### src/design/tdf_defs.vh
// constants for the tdc conversion data filter
`ifndef TDF_DEFS_VH
`define TDF_DEFS_VH
// ----------------------------------------
// register byte offsets
// ----------------------------------------
`define TDF_OFF_CFG       12'h000
`define TDF_OFF_SLIDE     12'h004
`define TDF_OFF_STATUS    12'h008
`define TDF_OFF_COUNT     12'h00C
`define TDF_OFF_OUTDATA   12'h010
`define TDF_OFF_START     12'h014
`define TDF_OFF_LIM_LO    12'h080
`define TDF_OFF_LIM_HI    12'h0BF
// ----------------------------------------
// configuration fields
// ----------------------------------------
`define TDF_CFG_KEEPBELOW 4
`define TDF_CFG_GRAN      8
`define TDF_CFG_STOPMODE  10
`define TDF_CFG_SLIDE     11
`define TDF_CFG_KEEPOVF   5
`define TDF_CFG_KEEPINV   6
`define TDF_CFG_RESET     16'h0000
// ----------------------------------------
// data word fields and code limits
// ----------------------------------------
`define TDF_DW_OVF        12
`define TDF_DW_BELOW      13
`define TDF_DW_INVALID    14
`define TDF_SLIDE_MAX     12'hF00
`define TDF_KILL_BIT      8
// ----------------------------------------
// timing
// ----------------------------------------
`define TDF_CLK_HZ        20000000
`define TDF_CONV32_NS     5700
`define TDF_CONV16_NS     2800
`define TDF_SELFRST_NS    700
`define TDF_DISCH_CYC     4
`endif

### src/design/tdf_data_filter.v
// tdc conversion acceptance filter with apb register access
`default_nettype none
`include "tdf_defs.vh"

// Overview of operation
// - 32 channel inputs, or 16 in reduced variant, plus one shared timing input.
// - channels muxed by four into two 12-bit converters, sixteen channels each.
// - conversion takes 6.4 us (32 ch) or 3.2 us (16 ch), always.
// - config bit 10 selects common-start or common-stop mode.
// - sliding scale adds offset before conversion, subtracts it after.
// - with sliding scale, codes above 3840 are flagged as overflowed.
// - value passes when at or above its channel limit at 0x080-0x0BF.
// - below-limit value dropped unless bit 4 set; then stored with bit 13.
// - granularity 0: compare 8 msbs, below when value < limit*16.
// - granularity 1: below when bits 1-8 < limit and bits 9-11 zero.
// - per-channel discard bit blocks storing that channel.
// - limit memory survives every reset.
// - overflowed values not stored by default.
// - keep-overflow stores overflowed values too, marking them with bit 12.
// - common-stop saturated channel self-resets, ready about 700 ns later.
// - stop during self-reset gives invalid datum flagged by bit 14.
// - invalid data dropped unless keep-invalid bit set.
// - control logic drives timing signal, and discharge after digitising.
// - limits are undefined until software writes them.
// - accepted values leave as consecutive 32-bit words.
module tdf_data_filter #(
  parameter NCH = 32,
  parameter CH_PER_ADC = 16,
  parameter MUX_GROUP = 4
) (
  input  wire                   clk,
  input  wire                   rstn,
  input  wire                   psel,
  input  wire                   penable,
  input  wire                   pwrite,
  input  wire [11:0]            paddr,
  input  wire [31:0]            pwdata,
  output reg  [31:0]            prdata,
  output reg                    pready,
  output reg                    pslverr,
  input  wire [NCH-1:0]         chanStopIn,
  input  wire                   sharedTimingInput,
  input  wire [11:0]            adcCodeA,
  input  wire [11:0]            adcCodeB,
  input  wire                   adcOvfA,
  input  wire                   adcOvfB,
  input  wire [NCH-1:0]         chanSaturated,
  output reg  [1:0]             adcGroupSel,
  output reg  [1:0]             adcChanSel,
  output reg  [11:0]            slideOffset,
  output reg                    timingDrive,
  output reg                    dischargeDrive,
  output reg  [31:0]            wordOut,
  output reg                    wordValid
);
  localparam CONV_NS = (NCH == 32) ? `TDF_CONV32_NS : `TDF_CONV16_NS;
  localparam CONV_CYC = (CONV_NS * (`TDF_CLK_HZ / 1000000) + 999) / 1000;
  localparam SLICE_CYC = CONV_CYC / CH_PER_ADC;
  localparam SR_CYC = (`TDF_SELFRST_NS * (`TDF_CLK_HZ / 1000000)) / 1000;
  localparam ST_IDLE = 3'd0, ST_CONV = 3'd1, ST_DISCH = 3'd2, ST_DONE = 3'd3;
  localparam [15:0] DISCH_CYC = `TDF_DISCH_CYC;

  // ----------------------------------------
  // input synchronisers
  // ----------------------------------------
  reg  [NCH-1:0] stopS1_q, stopS2_q, satS1_q, satS2_q;
  reg            timS1_q, timS2_q, timPrev_q;
  always @(posedge clk or negedge rstn) begin
    if (!rstn) begin
      stopS1_q  <= {NCH{1'b0}};
      stopS2_q  <= {NCH{1'b0}};
      satS1_q   <= {NCH{1'b0}};
      satS2_q   <= {NCH{1'b0}};
      timS1_q   <= 1'b0;
      timS2_q   <= 1'b0;
      timPrev_q <= 1'b0;
    end else begin
      stopS1_q  <= chanStopIn;
      stopS2_q  <= stopS1_q;
      satS1_q   <= chanSaturated;
      satS2_q   <= satS1_q;
      timS1_q   <= sharedTimingInput;
      timS2_q   <= timS1_q;
      timPrev_q <= timS2_q;
    end
  end

  // ----------------------------------------
  // registers
  // ----------------------------------------
  reg  [15:0] cfg_q;
  reg  [11:0] slide_q;
  reg  [8:0]  limMem [0:NCH-1];
  // written flags share the limit memory's life: power-up value only
  reg  [NCH-1:0] limSet_q = {NCH{1'b0}};
  reg  [15:0] evCount_q;
  reg         startReq_q;
  wire        wrEn = psel & penable & pwrite & pready;
  wire        rdPh = psel & ~penable;
  wire        isLim = (paddr >= `TDF_OFF_LIM_LO) && (paddr <= `TDF_OFF_LIM_HI);
  wire [4:0]  limIdx = paddr[5:1];
  wire        stopMode = cfg_q[`TDF_CFG_STOPMODE];

  // limit memory has no reset, contents only defined after a write
  genvar g;
  generate
    for (g = 0; g < NCH; g = g + 1) begin : gLim
      always @(posedge clk) begin
        if (wrEn && isLim && limIdx == g) begin
          limMem[g] <= pwdata[8:0];
        end
      end
    end
  endgenerate

  always @(posedge clk) begin
    if (wrEn && isLim) begin
      limSet_q[limIdx] <= 1'b1;
    end
  end

  // ----------------------------------------
  // conversion sequencer
  // ----------------------------------------
  reg  [2:0]  state_q;
  reg  [15:0] cyc_q;
  reg  [4:0]  slot_q;
  reg  [NCH-1:0] armed_q, stopSeen_q, invalid_q;
  reg  [9:0]  srCnt_q [0:NCH-1];
  reg  [11:0] codeA_q, codeB_q;
  reg         ovfA_q, ovfB_q;
  // any accepted start, pin edge or register strobe
  wire        startNow = (state_q == ST_IDLE) && ((timS2_q && !timPrev_q) || startReq_q);

  // per-channel self-reset after saturation in common-stop mode
  generate
    for (g = 0; g < NCH; g = g + 1) begin : gSr
      always @(posedge clk or negedge rstn) begin
        if (!rstn) begin
          srCnt_q[g]    <= 10'h000;
          invalid_q[g]  <= 1'b0;
          stopSeen_q[g] <= 1'b0;
        end else if (startNow) begin
          invalid_q[g]  <= 1'b0;
          stopSeen_q[g] <= 1'b0;
        end else begin
          if (stopMode && satS2_q[g] && srCnt_q[g] == 10'h000) begin
            srCnt_q[g] <= SR_CYC[9:0];
          end else if (srCnt_q[g] != 10'h000) begin
            srCnt_q[g] <= srCnt_q[g] - 10'h001;
          end
          if (stopS2_q[g] && !stopSeen_q[g]) begin
            stopSeen_q[g] <= 1'b1;
            if (srCnt_q[g] != 10'h000) begin
              invalid_q[g] <= 1'b1;
            end
          end
        end
      end
    end
  endgenerate

  // ----------------------------------------
  // filter of the two converter results
  // ----------------------------------------
  function [15:0] filt;
    input [11:0] code;
    input        ovf;
    input [4:0]  ch;
    input        inval;
    input        lset;
    input [8:0]  lim;
    reg   [11:0] val;
    reg          below;
    reg          keep;
    reg          of;
    begin
      val = code;
      of  = ovf;
      if (cfg_q[`TDF_CFG_SLIDE]) begin
        val = code - slide_q;
      end
      below = 1'b0;
      if (lset) begin
        if (cfg_q[`TDF_CFG_GRAN]) begin
          below = (val[8:1] < lim[7:0]) && (val[11:9] == 3'b000);
        end else begin
          below = val[11:4] < lim[7:0];
        end
      end
      if (cfg_q[`TDF_CFG_SLIDE] && val > `TDF_SLIDE_MAX) begin
        of = 1'b1;
      end
      keep = !(lset && lim[`TDF_KILL_BIT]);
      keep = keep && (!below || cfg_q[`TDF_CFG_KEEPBELOW]);
      keep = keep && (!of || cfg_q[`TDF_CFG_KEEPOVF]);
      keep = keep && (!inval || cfg_q[`TDF_CFG_KEEPINV]);
      filt = {keep, inval, below, of, val};
    end
  endfunction

  wire [4:0]  chA = {1'b0, slot_q[3:0]};
  wire [4:0]  chB = {1'b1, slot_q[3:0]};
  wire [15:0] resA = filt(codeA_q, ovfA_q, chA, invalid_q[chA], limSet_q[chA], limMem[chA]);
  wire [15:0] resB = filt(codeB_q, ovfB_q, chB, invalid_q[chB], limSet_q[chB], limMem[chB]);
  reg  [15:0] pendB_q;
  reg         pendBV_q;

  always @(posedge clk or negedge rstn) begin
    if (!rstn) begin
      state_q        <= ST_IDLE;
      cyc_q          <= 16'h0000;
      slot_q         <= 5'h00;
      armed_q        <= {NCH{1'b0}};
      codeA_q        <= 12'h000;
      codeB_q        <= 12'h000;
      ovfA_q         <= 1'b0;
      ovfB_q         <= 1'b0;
      adcGroupSel    <= 2'b00;
      adcChanSel     <= 2'b00;
      timingDrive    <= 1'b0;
      dischargeDrive <= 1'b0;
      wordOut        <= 32'h0000_0000;
      wordValid      <= 1'b0;
      pendB_q        <= 16'h0000;
      pendBV_q       <= 1'b0;
      evCount_q      <= 16'h0000;
    end else begin
      wordValid <= 1'b0;
      case (state_q)
        ST_IDLE: begin
          dischargeDrive <= 1'b0;
          if ((timS2_q && !timPrev_q) || startReq_q) begin
            timingDrive <= 1'b1;
            cyc_q       <= 16'h0000;
            slot_q      <= 5'h00;
            state_q     <= ST_CONV;
          end
        end
        ST_CONV: begin
          timingDrive <= 1'b0;
          cyc_q       <= cyc_q + 16'h0001;
          adcGroupSel <= slot_q[3:2];
          adcChanSel  <= slot_q[1:0];
          if (cyc_q == SLICE_CYC[15:0] - 16'h0001) begin
            codeA_q <= adcCodeA;
            codeB_q <= adcCodeB;
            ovfA_q  <= adcOvfA;
            ovfB_q  <= adcOvfB;
          end
          if (cyc_q == SLICE_CYC[15:0]) begin
            cyc_q <= 16'h0000;
            if (resA[15]) begin
              wordOut   <= {5'h00, chA, 6'h00, resA};
              wordValid <= 1'b1;
            end
            pendB_q  <= resB;
            pendBV_q <= resB[15] && (NCH > CH_PER_ADC);
            slot_q   <= slot_q + 5'h01;
            if (slot_q == CH_PER_ADC[4:0] - 5'h01) begin
              state_q <= ST_DISCH;
            end
          end else if (pendBV_q) begin
            wordOut   <= {5'h00, {1'b1, slot_q[3:0] - 4'h1}, 6'h00, pendB_q};
            wordValid <= 1'b1;
            pendBV_q  <= 1'b0;
          end
        end
        ST_DISCH: begin
          if (pendBV_q) begin
            wordOut   <= {5'h00, {1'b1, 4'hF}, 6'h00, pendB_q};
            wordValid <= 1'b1;
            pendBV_q  <= 1'b0;
          end
          dischargeDrive <= 1'b1;
          cyc_q          <= cyc_q + 16'h0001;
          if (cyc_q == DISCH_CYC) begin
            state_q <= ST_DONE;
          end
        end
        ST_DONE: begin
          dischargeDrive <= 1'b0;
          evCount_q      <= evCount_q + 16'h0001;
          state_q        <= ST_IDLE;
        end
        default: begin
          state_q <= ST_IDLE;
        end
      endcase
    end
  end

  // ----------------------------------------
  // apb slave
  // ----------------------------------------
  always @(posedge clk or negedge rstn) begin
    if (!rstn) begin
      cfg_q       <= `TDF_CFG_RESET;
      slide_q     <= 12'h000;
      slideOffset <= 12'h000;
      startReq_q  <= 1'b0;
      prdata      <= 32'h0000_0000;
      pready      <= 1'b0;
      pslverr     <= 1'b0;
    end else begin
      startReq_q  <= 1'b0;
      slideOffset <= cfg_q[`TDF_CFG_SLIDE] ? slide_q : 12'h000;
      pready      <= rdPh;
      pslverr     <= 1'b0;
      if (rdPh) begin
        pslverr <= !(isLim || paddr == `TDF_OFF_CFG || paddr == `TDF_OFF_SLIDE ||
                     paddr == `TDF_OFF_STATUS || paddr == `TDF_OFF_COUNT ||
                     paddr == `TDF_OFF_OUTDATA || paddr == `TDF_OFF_START);
        if (isLim) begin
          prdata <= {23'h00_0000, limMem[limIdx]};
        end else if (paddr == `TDF_OFF_CFG) begin
          prdata <= {16'h0000, cfg_q};
        end else if (paddr == `TDF_OFF_SLIDE) begin
          prdata <= {20'h0_0000, slide_q};
        end else if (paddr == `TDF_OFF_STATUS) begin
          prdata <= {29'h0000_0000, state_q};
        end else if (paddr == `TDF_OFF_COUNT) begin
          prdata <= {16'h0000, evCount_q};
        end else if (paddr == `TDF_OFF_OUTDATA) begin
          prdata <= wordOut;
        end else begin
          prdata <= 32'h0000_0000;
        end
      end
      if (wrEn && !pslverr) begin
        if (paddr == `TDF_OFF_CFG) begin
          cfg_q <= pwdata[15:0];
        end
        if (paddr == `TDF_OFF_SLIDE) begin
          slide_q <= pwdata[11:0];
        end
        if (paddr == `TDF_OFF_START) begin
          startReq_q <= 1'b1;
        end
      end
    end
  end
endmodule
`default_nettype wire

### config.mk
export PLATFORM = sky130hd
export DESIGN_NAME = tdf_data_filter
export DESIGN_NICKNAME = d
export VERILOG_FILES = /design/src/design/tdf_data_filter.v
export VERILOG_INCLUDE_DIRS = /design/src /design/src/design
export SDC_FILE = /design/constraint.sdc
export NUM_CORES = 2
export LEC_CHECK = 0
export BUFFER_PORTS_ARGS = -buffer_cell sky130_fd_sc_hd__buf_2
export CAP_MARGIN = 40
export CORE_MARGIN = 2
export CORE_UTILIZATION = 60
export CTS_BUF_LIST = sky130_fd_sc_hd__clkbuf_8
export CTS_CLUSTER_SIZE = 25
export DETAILED_ROUTE_END_ITERATION = 10
export GPL_TIMING_DRIVEN = 0
export MAX_ROUTING_LAYER = met4
export PLACE_DENSITY = 0.78
export SLEW_MARGIN = 10
export SYNTH_ARGS = -nofsm -noshare
export SYNTH_HDL_FRONTEND = slang
export SYNTH_SLANG_ARGS = --single-unit
### constraint.sdc
create_clock -name clk -period 6.15 [get_ports clk]
set_input_delay 1.23 -clock clk [delete_from_list [all_inputs] [get_ports clk]]
set_output_delay 1.23 -clock clk [all_outputs]
set_load 0.01 [all_outputs]
==> results.yml <==
outcome:
  status: "completed"
global_routing:
  overflow: 0
  grt_pass1_wl_um: 178000
  grt_usage: 0.304
  grt_max_degree: 106
  grt_pass1_vias: 31800
  antenna_found_initial: 3
synth:
  ys_warn_count: 0
  synth_area_sq_mm: 0.0462
  synthArstFlopShare: 0.683
  ys_ff_latch: 1009
  synthTopCellsByArea: "dfrtp_1 37%, edfxtp_1 21%, mux4_2 9.5%"
  avgSynthCellArea_sq_um: 12.6
  synth_area_leader_cell: "dfrtp_1"
  synth_top_area_frac: 0.373
  synthesis.instances: 3652
  synth_edf_count: 320
  ys.flop_type: "dfrtp_1"
  ys_seq_area_frac: 0.581
  ys_types: 81
worst_hold_path:
  hp-class: "input port to asynchronous set/reset pin"
setup_path:
  crit_buf_inv: 7
  rr_startpoint: "slot_q[1]$_DFFE_PN0P_"
  critPathTopFamily: "buffers and inverters"
  critical-path-slowest-cell: "mux4_2"
  path_depth: 20
  reg2reg_slack_ns: 0.24
  crit_arrival_ns: 6.60
  rr_endpoint: "wordOut[8]$_DFFE_PN0P_"
  critPathCaptureType: "flop"
  start_kind: "flop"
  critPathMaxFanout: 19
  crit_required_ns: 6.84
  crit_chain: "buf_2 > buf_2 > buf_1 > buf_6 > clkbuf_2 > mux4_2 > mux4_2 > inv_1 > ha_1 > a21oi_1 > nor2b_1 > o21ai_0 > o21ai_0 > nor3b_1 > and4_1 > a41oi_2 > a31oi_1 > nor3_2 > buf_6 > mux2_1"
  crit_type: "flop to flop"
  slowest_delay_ns: 0.58
  r2r_cells: 20
timing:
  fin_crit_sh: 0.961
  setup_viol: 0
  fmax_mhz: 169
  worstMarginPinSlew_ns: 0.935
  slew_headroom: 0.377
  period_needed_ns: 5.91
  rsz0062_at_grt: "no"
  final-hold-violation-count: 0
  fin_skew_ns: 0.0487
  layout_setup_ws_ns: 0.239
  drv_slew: 0
floorplanning:
  core_sq_mm: 0.0761
  io_pins: 225
  floorplan.die.height_um: 281
  start_util: 0.607
  die_w_um: 281
  num_rows: 101
  die_area_sq_mm: 0.0792
pwr:
  p_leak_nw: 21.7
  peakVddDrop_mv: 0.280
  powerDensity_mw_per_mm2: 362
final_layout:
  drive_gt1_frac: 0.211
  regArea_sq_mm: 0.0269
  nFillCells: 5251
  design_area_sq_mm: 0.0526
  multi_input_area_sq_mm: 0.0183
  areaGrowthSynthToFinish_pct: 13.9
  nNetsFinal: 4313
  fin_util: 0.692
detailed_routing:
  dr_total_vias: 31900
  drc: 0
  wl_per_cell_um: 21.8
  drt_wl_total_um: 114000
  vias_per_cell: 6.08
  drt_iter0_drc: 3319
  drt_pass1_iterations: 6
  ant_nets: 0
clocking:
  hold_buffers: 0
  clockBufferDepth: 3
  cts-root-buf: "clkbuf_8"
  cts_sinks: 1009
  clock_latency_ns: 0.82
  cts_buffers: 162
  htree_levels: 4
  cts.clk_slew.worst_paths_ns: 0.06
  cts_tree: "yes"
placement:
  place_congestion: 0.932
  dp_hpwl_um: 80700
  port_buffers: 182
  placed_cell_area_sq_mm: 0.0493
  pre_cts_slack_ns: -0.406
run:
  max-cap-violations: 0
registers in the layout (all words and copies together) (netlist names), 16 cells and up:
signal      cells
srCnt_q       320
pendB_q        16
prdata         21
stopSeen_q     32
satS2_q        32
cyc_q          16
limSet_q       32
invalid_q      32
stopS1_q       32
limMem        288
satS1_q        32
cfg_q          16
evCount_q      16
wordOut        21
stopS2_q       32
layer usage:
metal / global-route usage / vias to the layer above / routed length (um)
met1: 0.398 / 15800 / 44900
met2: 0.467 / 1558 / 54200
met3: 0.0621 / 355 / 10400
li1: - / 14100 / -
met5: - / - / 0
met4: 0.131 / 0 / 4940
cells by family after synthesis:
kind of cell,count (synthesis),share of synthesized area
other,1,0.0000812
XOR/XNOR,233,0.0442
multiplexers,323,0.127
adder cells (fa/ha/maj),96,0.0263
flip-flops,1009,0.581
AND/OR/NAND/NOR,1273,0.135
buffers and inverters,299,0.0274
AO/OA/AOI/OAI,418,0.0583
repair_timing:
item,CTS,global route
gates resized for setup,6,1
endpoints found under the hold margin,0,0
setup endpoints to repair,22,15
setup buffers,0,0
cell usage in the layout, fill, tap and decap left out, types with 12 or more instances in the layout:
cell and n:
dfrtp_1 689, nor2_1 459, edfxtp_1 320, nand2_1 248
clkbuf_8 196, mux4_2 195, buf_2 193, inv_1 183
xnor2_1 158, mux2_2 109, a21oi_1 107, o21ai_0 99
ha_1 94, nor3_1 92, clkbuf_1 88, xor2_1 75
nor4_1 68, nand3_1 56, buf_4 54, or3_1 51
nand2b_1 48, a22oi_1 46, or4_1 43, nor3b_1 33
and3_1 31, a21o_1 29, nor2b_1 26, buf_1 24
a31oi_1 24, nor3_2 23, conb_1 22, buf_6 21
o21bai_1 21, clkinv_2 20, or2_2 17, nand4_1 16
clkinv_1 14, mux2i_1 14, and4b_1 12
metrics by stage:
| stage | instances | hold WS, ns | setup TNS [ns] | power [W] |
|---|---|---|---|---|
| 3_5_place_dp | 4943 | 0.335 | -6.98 | 0.0133 |
| 5_1_grt | 5241 | 0.270 | 0 | 0.0201 |
| 2_1_floorplan | 3673 | 0.331 | 0 | 0.0121 |
| 6_report | 5241 | 0.288 | 0 | 0.0190 |
| 4_1_cts | 5237 | 0.252 | 0 | 0.0191 |
| 3_3_place_gp | 4885 | 0.333 | -7393.23 | 0.0130 |
where the power goes:
part           internal [W]  leakage (nW)  switching (W)
Sequential          0.00828          11.3        0.00114
Clock               0.00309          1.90        0.00273
Combinational       0.00178          8.51        0.00202
synth_stat cells (all sizes together), types with 6 or more instances:
master,number
a211oi,6
a21o,29
a21oi,107
a22oi,46
a31oi,24
a41oi,8
and2,11
and3,31
and4,8
and4b,12
and4bb,6
buf,65
clkbuf,96
dfrtp,689
edfxtp,320
ha,94
inv,135
mux2,111
mux2i,14
mux4,198
nand2,248
nand2b,48
nand3,56
nand3b,8
nand4,16
nor2,460
nor2b,26
nor3,115
nor3b,33
nor4,68
nor4bb,8
o21a,9
o21ai,99
o21bai,21
o31ai,11
or2,17
or3,51
or4,43
xnor2,158
xor2,75
layout make-up:
| cell class | count | area share |
|---|---|---|
| repair buffers | 241 | 0.0303 |
| plain buffers | 160 | 0.0143 |
| clock buffers | 196 | 0.0513 |
| diodes | 3 | 0.000143 |
| inverters | 138 | 0.00985 |
| clock inverters | 99 | 0.0122 |
| well taps | 1030 | 0.0245 |
| multi-input cells | 2365 | 0.347 |
| flip-flops and latches | 1009 | 0.510 |
worst max-delay path by stage:
stage,start,end,slack (ns)
after floorplan,paddr[9],limMem[10][0]$_DFFE_PP_,0.74
after global placement,rstn,srCnt_q[212]$_DFFE_PN0P_,-10.40
after detailed placement,slot_q[1]$_DFFE_PN0P_,wordOut[8]$_DFFE_PN0P_,-0.41
after CTS,slot_q[0]$_DFFE_PN0P_,wordOut[1]$_DFFE_PN0P_,0.24
after global routing,slot_q[0]$_DFFE_PN0P_,wordOut[3]$_DFFE_PN0P_,0.01
final,slot_q[1]$_DFFE_PN0P_,wordOut[8]$_DFFE_PN0P_,0.24
Power figures use the tool's default switching activity.
